<file path="src/spc_pkg.sv">
// package: register map, field layout and mode encodings for the serial setup block
package spc_pkg;
    localparam int SPC_AW = 13;
    localparam logic [12:0] SPC_SETUP0_OFS = 13'h1F83;
    localparam logic [12:0] SPC_SETUP1_OFS = 13'h1F8B;
    localparam logic [12:0] SPC_STATE0_OFS = 13'h1F90;
    localparam logic [12:0] SPC_STATE1_OFS = 13'h1F91;
    localparam logic [12:0] SPC_IRQ_ST_OFS = 13'h1F92;
    localparam logic [12:0] SPC_IRQ_MASK_OFS = 13'h1F93;
    localparam logic [7:0] SPC_SETUP_RST = 8'h00;
    localparam logic [7:0] SPC_IRQ_RST = 8'h00;
    // setup field positions
    localparam int SPC_B_MODE_LO = 0;
    localparam int SPC_B_PARITY_ON = 2;
    localparam int SPC_B_RX_EN = 3;
    localparam int SPC_B_NINTH = 4;
    localparam int SPC_B_ODD = 5;
    localparam int SPC_B_CLK_IN = 6;
    localparam int SPC_B_MODE_HI = 7;
    // state register fields
    localparam int SPC_B_PERR = 7;
    localparam int SPC_B_NINTH_RX = 7;
    localparam int SPC_B_RX_DONE = 6;
    localparam int SPC_B_TX_DONE = 5;
    localparam int SPC_NCH = 2;

    typedef enum logic [2:0] {
        SPC_MODE0, SPC_MODE1, SPC_MODE2, SPC_MODE3, SPC_MODE4
    } spc_mode_t;

    typedef struct packed {
        logic [12:0] addr;
        logic [7:0] wdata;
        logic wr;
        logic rd;
    } spc_bus_t;

    typedef struct packed {
        logic rx_done;   // frame received, one-cycle pulse
        logic rx_ninth;  // received ninth bit
        logic tx_done;   // frame sent, one-cycle pulse
    } spc_ev_t;

    typedef struct packed {
        spc_mode_t mode;
        logic rx_en;
        logic parity_on;
        logic odd;
        logic clk_in;
        logic tx_ninth;
    } spc_cfg_t;
endpackage

</file>
<file path="src/spc_setup.sv">
// serial setup registers, mode decode, parity path and receive status per channel
// Operation
// - one 8-bit setup register per channel
// - clearing receive enable aborts, blocks receptions
// - parity generate and check in modes 1,3
// - parity replaces written ninth transmit bit
// - state bit 7 becomes parity error flag
// - mode from bit 7 and bits 1:0
// - setup registers reset to zero, separate addresses
// - bit 6 selects shift clock direction
// - bit 5 selects even or odd parity
// - ninth bit cleared after each transmission unless a setup write lands in the same cycle
module spc_setup (
    input wire logic core_clk, // core clock
    input wire logic sys_rst, // synchronous reset, active high
    input wire spc_pkg::spc_bus_t bus, // register bus request
    output logic [7:0] rdata, // read data, cycle after read strobe
    input wire spc_pkg::spc_ev_t [1:0] ev, // per-channel frame events
    input wire logic [1:0][7:0] rx_data, // received data per channel
    output spc_pkg::spc_cfg_t [1:0] cfg, // per-channel decoded setup
    output logic [1:0] tx_bit8, // ninth bit to send
    output logic [1:0] rx_abort, // abort reception in progress
    output logic irq // interrupt, high while unmasked status set
);
    import spc_pkg::*;

    logic [1:0][7:0] setup_q;
    logic [1:0] perr_q;
    logic [1:0] ninth_rx_q;
    logic [1:0] rx_done_q;
    logic [1:0] tx_done_q;
    logic [7:0] irq_st_q;
    logic [7:0] irq_mask_q;
    logic [7:0] rdata_q;
    logic [1:0] abort_q;
    logic irq_q;
    spc_cfg_t [1:0] cfg_q;
    logic [1:0] bit8_q;
    logic [1:0] rx_ok;
    logic [1:0] par_rx;
    logic [1:0] par_chk;
    logic [7:0] irq_set;
    logic [7:0] rdata_d;
    logic sel_setup0;
    logic sel_setup1;
    logic sel_state0;
    logic sel_state1;
    logic sel_irq_st;
    logic sel_irq_mask;
    logic irq_st_wr;
    logic irq_mask_wr;
    logic irq_any;

    // -----------------------------------------------------------------
    // address decode
    // -----------------------------------------------------------------
    // one compare per register feeds the read mux and interrupt writes; setup writes and state reads compare again per channel
    assign sel_setup0 = (bus.addr == SPC_SETUP0_OFS);
    assign sel_setup1 = (bus.addr == SPC_SETUP1_OFS);
    assign sel_state0 = (bus.addr == SPC_STATE0_OFS);
    assign sel_state1 = (bus.addr == SPC_STATE1_OFS);
    assign sel_irq_st = (bus.addr == SPC_IRQ_ST_OFS);
    assign sel_irq_mask = (bus.addr == SPC_IRQ_MASK_OFS);
    assign irq_st_wr = bus.wr && sel_irq_st;
    assign irq_mask_wr = bus.wr && sel_irq_mask;

    // -----------------------------------------------------------------
    // per-channel setup register and status
    // -----------------------------------------------------------------
    genvar c;
    generate
        for (c = 0; c < SPC_NCH; c++) begin : g_ch
            logic wr_setup;
            logic rd_state;
            logic [2:0] mode_field;
            spc_mode_t mode;
            logic par_active;
            logic tx_par;
            logic clr_rx_en;
            logic rx_take;
            logic tx_end;

            assign wr_setup = bus.wr && (bus.addr == (c == 0 ? SPC_SETUP0_OFS : SPC_SETUP1_OFS));
            assign rd_state = bus.rd && (bus.addr == (c == 0 ? SPC_STATE0_OFS : SPC_STATE1_OFS));
            // -----------------------------------------------------------------
            // mode decode
            // -----------------------------------------------------------------
            // high bit plus the two low bits form the mode field
            assign mode_field = {setup_q[c][SPC_B_MODE_HI], setup_q[c][1:0]};

            always_comb begin
                unique case (mode_field)
                    3'h0: mode = SPC_MODE0;
                    3'h1: mode = SPC_MODE1;
                    3'h2: mode = SPC_MODE2;
                    3'h3: mode = SPC_MODE3;
                    3'h4: mode = SPC_MODE4;
                    3'h5: mode = SPC_MODE1;
                    3'h6: mode = SPC_MODE2;
                    3'h7: mode = SPC_MODE3;
                endcase
            end

            // -----------------------------------------------------------------
            // parity path
            // -----------------------------------------------------------------
            // mode 2 with parity on is left to software to avoid
            assign par_active = setup_q[c][SPC_B_PARITY_ON]
                && (mode == SPC_MODE1 || mode == SPC_MODE3);
            // even parity makes total ones even; odd flips it
            assign tx_par = setup_q[c][SPC_B_ODD];
            // folds to one when the count of ones breaks the chosen sense
            assign par_rx[c] = ^rx_data[c] ^ ev[c].rx_ninth ^ setup_q[c][SPC_B_ODD];
            assign par_chk[c] = par_active;

            // -----------------------------------------------------------------
            // receive enable and frame acceptance
            // -----------------------------------------------------------------
            // with the enable off a finished frame is dropped whole, never half taken
            assign rx_ok[c] = setup_q[c][SPC_B_RX_EN];
            assign rx_take = ev[c].rx_done && rx_ok[c];
            assign tx_end = ev[c].tx_done;

            // -----------------------------------------------------------------
            // setup register
            // -----------------------------------------------------------------
            // a write wins over the ninth-bit clear of a frame end
            always_ff @(posedge core_clk) begin
                if (sys_rst) begin
                    setup_q[c] <= SPC_SETUP_RST;
                end else if (wr_setup) begin
                    setup_q[c] <= bus.wdata;
                end else if (ev[c].tx_done) begin
                    setup_q[c][SPC_B_NINTH] <= 1'b0;
                end
            end

            // a write that drops receive enable while it is still on
            assign clr_rx_en = wr_setup && setup_q[c][SPC_B_RX_EN]
                && !bus.wdata[SPC_B_RX_EN];

            // one-cycle abort pulse toward the receive shifter
            always_ff @(posedge core_clk) begin
                if (sys_rst) begin
                    abort_q[c] <= 1'b0;
                end else begin
                    abort_q[c] <= clr_rx_en;
                end
            end

            // -----------------------------------------------------------------
            // receive and transmit status
            // -----------------------------------------------------------------
            // a new frame wins over a clearing read in the same cycle
            always_ff @(posedge core_clk) begin
                if (sys_rst) begin
                    rx_done_q[c] <= 1'b0;
                end else if (rx_take) begin
                    rx_done_q[c] <= 1'b1;
                end else if (rd_state) begin
                    rx_done_q[c] <= 1'b0;
                end
            end

            // parity error follows the same set-wins policy
            always_ff @(posedge core_clk) begin
                if (sys_rst) begin
                    perr_q[c] <= 1'b0;
                end else if (rx_take) begin
                    perr_q[c] <= par_chk[c] && par_rx[c];
                end else if (rd_state) begin
                    perr_q[c] <= 1'b0;
                end
            end

            // ninth bit kept until the next frame, a read leaves it alone
            always_ff @(posedge core_clk) begin
                if (sys_rst) begin
                    ninth_rx_q[c] <= 1'b0;
                end else if (rx_take) begin
                    ninth_rx_q[c] <= ev[c].rx_ninth;
                end
            end

            always_ff @(posedge core_clk) begin
                if (sys_rst) begin
                    tx_done_q[c] <= 1'b0;
                end else if (tx_end) begin
                    tx_done_q[c] <= 1'b1;
                end else if (rd_state) begin
                    tx_done_q[c] <= 1'b0;
                end
            end

            // -----------------------------------------------------------------
            // decoded setup toward the shifters
            // -----------------------------------------------------------------
            // registered so the shifters see a whole write at once
            always_ff @(posedge core_clk) begin
                if (sys_rst) begin
                    cfg_q[c] <= '0;
                end else begin
                    cfg_q[c].mode <= mode;
                    cfg_q[c].rx_en <= setup_q[c][SPC_B_RX_EN];
                    cfg_q[c].parity_on <= par_active;
                    cfg_q[c].odd <= setup_q[c][SPC_B_ODD];
                    cfg_q[c].clk_in <= setup_q[c][SPC_B_CLK_IN];
                    cfg_q[c].tx_ninth <= setup_q[c][SPC_B_NINTH];
                end
            end

            // parity bit is finished by the shifter over the data byte
            always_ff @(posedge core_clk) begin
                if (sys_rst) begin
                    bit8_q[c] <= 1'b0;
                end else if (par_active) begin
                    bit8_q[c] <= tx_par;
                end else begin
                    bit8_q[c] <= setup_q[c][SPC_B_NINTH];
                end
            end

            // -----------------------------------------------------------------
            // interrupt sources
            // -----------------------------------------------------------------
            // a refused frame raises no interrupt either
            assign irq_set[2*c] = rx_take;
            assign irq_set[2*c+1] = tx_end;
        end
    endgenerate
    assign irq_set[7:4] = 4'h0;

    // -----------------------------------------------------------------
    // interrupt status and mask
    // -----------------------------------------------------------------
    // bit 0 rx ch0, bit 1 tx ch0, bit 2 rx ch1, bit 3 tx ch1, upper bits spare
    // a set in the same cycle as a clearing write wins, so no event is lost
    genvar b;
    generate
        for (b = 0; b < 8; b++) begin : g_irq
            always_ff @(posedge core_clk) begin
                if (sys_rst) begin
                    irq_st_q[b] <= SPC_IRQ_RST[b];
                end else if (irq_set[b]) begin
                    irq_st_q[b] <= 1'b1;
                end else if (irq_st_wr && bus.wdata[b]) begin
                    irq_st_q[b] <= 1'b0;
                end
            end

            // the mask only gates the output, status keeps collecting
            always_ff @(posedge core_clk) begin
                if (sys_rst) begin
                    irq_mask_q[b] <= SPC_IRQ_RST[b];
                end else if (irq_mask_wr) begin
                    irq_mask_q[b] <= bus.wdata[b];
                end
            end
        end
    endgenerate

    assign irq_any = |(irq_st_q & irq_mask_q);

    // level output, one cycle behind the status and mask it reflects
    always_ff @(posedge core_clk) begin
        if (sys_rst) begin
            irq_q <= 1'b0;
        end else begin
            irq_q <= irq_any;
        end
    end

    // -----------------------------------------------------------------
    // read mux
    // -----------------------------------------------------------------
    function automatic logic [7:0] state_word(input logic po, input logic pe,
                                              input logic n9, input logic rd,
                                              input logic td);
        logic [7:0] w;
        w = 8'h00;
        w[SPC_B_PERR] = pe ? po : n9;
        w[SPC_B_RX_DONE] = rd;
        w[SPC_B_TX_DONE] = td;
        return w;
    endfunction

    // unmapped addresses read as zero
    always_comb begin
        rdata_d = 8'h00;
        if (bus.rd && sel_setup0) begin
            rdata_d = setup_q[0];
        end else if (bus.rd && sel_setup1) begin
            rdata_d = setup_q[1];
        end else if (bus.rd && sel_state0) begin
            rdata_d = state_word(perr_q[0], par_chk[0], ninth_rx_q[0], rx_done_q[0],
                                 tx_done_q[0]);
        end else if (bus.rd && sel_state1) begin
            rdata_d = state_word(perr_q[1], par_chk[1], ninth_rx_q[1], rx_done_q[1],
                                 tx_done_q[1]);
        end else if (bus.rd && sel_irq_st) begin
            rdata_d = irq_st_q;
        end else if (bus.rd && sel_irq_mask) begin
            rdata_d = irq_mask_q;
        end
    end

    // read data stand for one cycle only, zero between reads
    always_ff @(posedge core_clk) begin
        if (sys_rst) begin
            rdata_q <= 8'h00;
        end else begin
            rdata_q <= rdata_d;
        end
    end

    // -----------------------------------------------------------------
    // outputs, each straight from a flip-flop
    // -----------------------------------------------------------------
    assign rdata = rdata_q;
    assign cfg = cfg_q;
    assign tx_bit8 = bit8_q;
    assign rx_abort = abort_q;
    assign irq = irq_q;
endmodule

</file>
<file path="config.mk">
export PLATFORM = sky130hd
export DESIGN_NAME = spc_setup
export DESIGN_NICKNAME = d
export VERILOG_FILES = /design/src/spc_pkg.sv /design/src/spc_setup.sv
export SDC_FILE = /design/constraint.sdc
export NUM_CORES = 1
export LEC_CHECK = 0
export ABC_AREA = 0
export ABC_CLOCK_PERIOD_IN_PS = 1850
export BUFFER_PORTS_ARGS = -buffer_cell sky130_fd_sc_hd__buf_2
export CORE_ASPECT_RATIO = 2
export CORE_UTILIZATION = 52
export DETAILED_ROUTE_END_ITERATION = 10
export GPL_TIMING_DRIVEN = 0
export PLACE_DENSITY = 0.79
export SETUP_SLACK_MARGIN = 0.3
export SYNTH_ARGS = -nofsm -noshare
export SYNTH_HDL_FRONTEND = slang
export SYNTH_SLANG_ARGS = --single-unit
export TNS_END_PERCENT = 100
</file>
<file path="constraint.sdc">
create_clock -name core_clk -period 1.85 [get_ports core_clk]
set_clock_uncertainty 0.15 [all_clocks]
set_input_delay 0.0925 -clock core_clk [delete_from_list [all_inputs] [get_ports core_clk]]
set_output_delay 0.0925 -clock core_clk [all_outputs]
set_load 0.005 [all_outputs]
</file>
==> impl_metrics.csv <==
group,metric,value,unit
placement,hpwl,5735,um
route,vias,2808,
synth,synth_cell_type_count,42,
setup_path,cp-end-kind,"register",
final_layout,nets,482,
setup_path,arrival,1.70,ns
synth,syn_avg_cell_area,8.977,um^2
final_layout,area_delta_synth_final,33.43,%
sta,timing.setup.tns,0,ns
synth,syn_inst,321,
job,drv_cap,0,
sta,slew_violations,0,
route,initialDrtViolationCount,138,
setup_path,cp-startpoint,"g_ch[0].mode[2]",
worst_hold_path,min_path_type,"in -> reg",
setup_path,r2r_start,"g_ch[0].mode[2]",
floorplanning,io_pins,76,
setup_path,r2r-end,"rdata[7]",
clock_tree,cts_tree,"done",
placement,io_buffers,75,
sta,fin_crit_sh,0.8588,
sta,setup_violations,0,
floorplanning,start_util,0.5363,
synth,seq_area_frac_synth,0.4933,
setup_path,worstPathMaxFanout,3,
floorplanning,die-area,0.005861,mm^2
route,drc_errors,0,
synth,async_flop_share,0,
setup_path,critPathRequiredTime,1.96,ns
final_layout,antenna_cells,0,
floorplanning,coreArea,0.005373,mm^2
synth,ys_seq_elements,71,
route,routed_via_density,5.639,
setup_path,setup.worst_path.end,"rdata[7]",
setup_path,worstSetupPathType,"reg -> reg",
setup_path,ff2ff_path_depth,5,
synth,syn-num-nets,368,
sta,period_needed,1.589,ns
final_layout,finalCoreUtilization,0.7157,
sta,final_hold_viol_count,3,
route,drtAntennaViolNets,0,
floorplanning,rows,38,
route,routed_wl,8101,um
final_layout,layout-drive-gt1-share,0.2603,
sta,tightest_slew,0.6317,ns
floorplanning,die_w,54.64,um
grt,antenna_found_initial,0,
grt,grt.overflow.total,0,
run_status,violations,"negative hold slack",
pwr,p_sw,670.9,uW
pwr,power_frac_comb,0.092,
clock_tree,clkSlewWorstSetupHoldPaths,0.06,ns
clock_tree,cts-root-buf,"clkbuf_8",
pwr,p_per_area,775.8,mW/mm^2
final_layout,final_common_cell,"buf_2",
clock_tree,numCtsBuffers,9,
route,drt-pass1-iter-count,5,
floorplanning,die_y,107.3,um
clock_tree,cts_buffer_depth,2,
pwr,ir_worst_vdd,0.0007963,V
sta,rsz0062_at_grt,"true",
final_layout,multi_input_area,0.001434,mm^2
sta,hold_ws,-0.05084,ns
route,wl_per_cell,16.27,um
final_layout,nFillCells,448,
final_layout,most-common-layout-cells,"76 x buf_2, 68 x dfxtp_1, 51 x nand2_1",
setup_path,cp-start-kind,"register",
run_status,outcome,"finished with violations",
grt,grt_pass1_wl,12220,um
synth,synthFlopType,"dfxtp_1",
final_layout,fin_cells,498,
clock_tree,clk_latency,0.35,ns
grt,grt_max_degree,11,
grt,grt_pass1_vias,2601,
pwr,p_int,2312,uW
synth,synth_edf_count,0,
pwr,clkPwrFrac,0.392,
pwr,seq_power_share,0.516,
synth,syn_area,0.002882,mm^2
clock_tree,htree_levels,3,
setup_path,r2r_setup_slack,0.26,ns
clock_tree,cts.sinks,71,
sta,slew_headroom,0.5789,
grt,grt_use_total,0.2998,
placement,dp_cells,456,
pwr,switching_share,0.2249,
sta,fmax,629.4,MHz
final_layout,regArea,0.001425,mm^2
synth,synth_warnings,0,
placement,routabilityCongestion,0.9414,
pwr,power.leakage,0.001618,uW
repair_timing:
action	4_1_cts	5_1_grt
setup endpoints to repair	7	28
pin swaps	6	7
gates resized for setup	7	7
hold buffers	19	3
endpoints found under the hold margin	45	10
buffers inserted	3	3
synth_stat cells (2+ instances only):
cell      instances  share of area
clkbuf_1          9          0.012
mux2_2            4          0.016
a21oi_1          37          0.064
and3b_1           2         0.0061
nand4_1           5          0.011
nand3_1          16          0.028
and4_1            2         0.0061
a22oi_1           2         0.0052
buf_2             4         0.0069
nand4b_1          2         0.0061
nor2_1           21          0.027
inv_1             7         0.0091
nand2_1          51          0.066
o21ai_0           7          0.012
dfxtp_1          71           0.49
nor2b_1          16          0.035
a211oi_1          2         0.0052
xnor2_1          18          0.055
a221oi_1          4          0.012
nand2b_1          5          0.011
nand3b_1          3         0.0078
a22o_1            4          0.012
mux2i_1          10          0.035
per-layer routing:
metal	global-route usage	vias to the layer above	share of wire
li1	-	1336	-
met1	0.3136	1283	0.33
met2	0.4940	148	0.54
met3	0.05085	41	0.066
met4	0.2308	0	0.066
met5	0	-	0
stage by stage:
stage	cell area (um^2)	setup WS (ns)	total power (uW)
floorplan	2904	0.2646	1707
global placement	3354	-0.1249	1805
detailed placement	3354	-0.1970	1811
CTS	3776	0.2310	2982
global route	3845	0.2332	3071
finish	3845	0.2612	2983
registers in the layout (all words and copies together) (netlist names):
name             count
cfg                 16
g_ch.mode            6
g_ch.mode_field      6
g_ch.tx_par          2
irq                  1
irq_mask_q           8
irq_st_q             4
ninth_rx_q           2
perr_q               2
rdata                8
rx_abort             2
rx_done_q            2
rx_ok                2
setup_q              6
tx_bit8              2
tx_done_q            2
how the worst min path moves through the flow:
stage                start               endpoint  slack (ns)  depth (start not counted)
finish              bus[2]        g_ch[0].mode[2]       -0.05                          3
CTS                 bus[3]  g_ch[1].mode_field[1]       -0.09                          3
global route        bus[2]        g_ch[0].mode[2]       -0.04                          3
detailed placement   ev[3]           tx_done_q[1]        0.20                          3
global placement     ev[3]            irq_st_q[3]        0.19                          3
floorplan           bus[5]            rx_abort[0]        0.02                          1
power groups by stage:
stage / Sequential, uW / Clock [uW] / Combinational (uW)
after detailed placement: 1570 / 0 / 238
after CTS: 1540 / 1180 / 265
final: 1540 / 1170 / 276
after floorplan: 1570 / 0 / 135
after global placement: 1570 / 0 / 232
after global routing: 1540 / 1240 / 294
kinds of logic (layout without fill, tap and decap cells):
| kind of cell | after synthesis | after routing | share of synthesized area |
|---|---|---|---|
| flip-flops | 71 | 71 | 0.4933 |
| AND/OR/NAND/NOR | 137 | 137 | 0.2493 |
| XOR/XNOR | 18 | 18 | 0.05471 |
| buffers and inverters | 20 | 137 | 0.02779 |
| multiplexers | 14 | 14 | 0.05037 |
| AO/OA/AOI/OAI | 61 | 61 | 0.1246 |
area by class of cell:
| cell class | instances | share of cell area |
|---|---|---|
| Timing Repair Buffer | 103 | 0.1676 |
| Clock inverter | 1 | 0.007810 |
| Sequential cell | 71 | 0.3706 |
| Inverter | 7 | 0.006834 |
| Buffer | 13 | 0.01595 |
| Clock buffer | 13 | 0.03872 |
| Multi-Input combinational cell | 230 | 0.3729 |
| Tap cell | 60 | 0.01952 |
worst max-delay path, cell delays in order, from the launching register on:
cell       delay [ns]
dfxtp_2          0.32
and3b_2          0.27
a21oi_2          0.08
a2111oi_4        0.43
a2bb2oi_2        0.09
a211oi_2         0.16
Power figures use the tool's default switching activity.
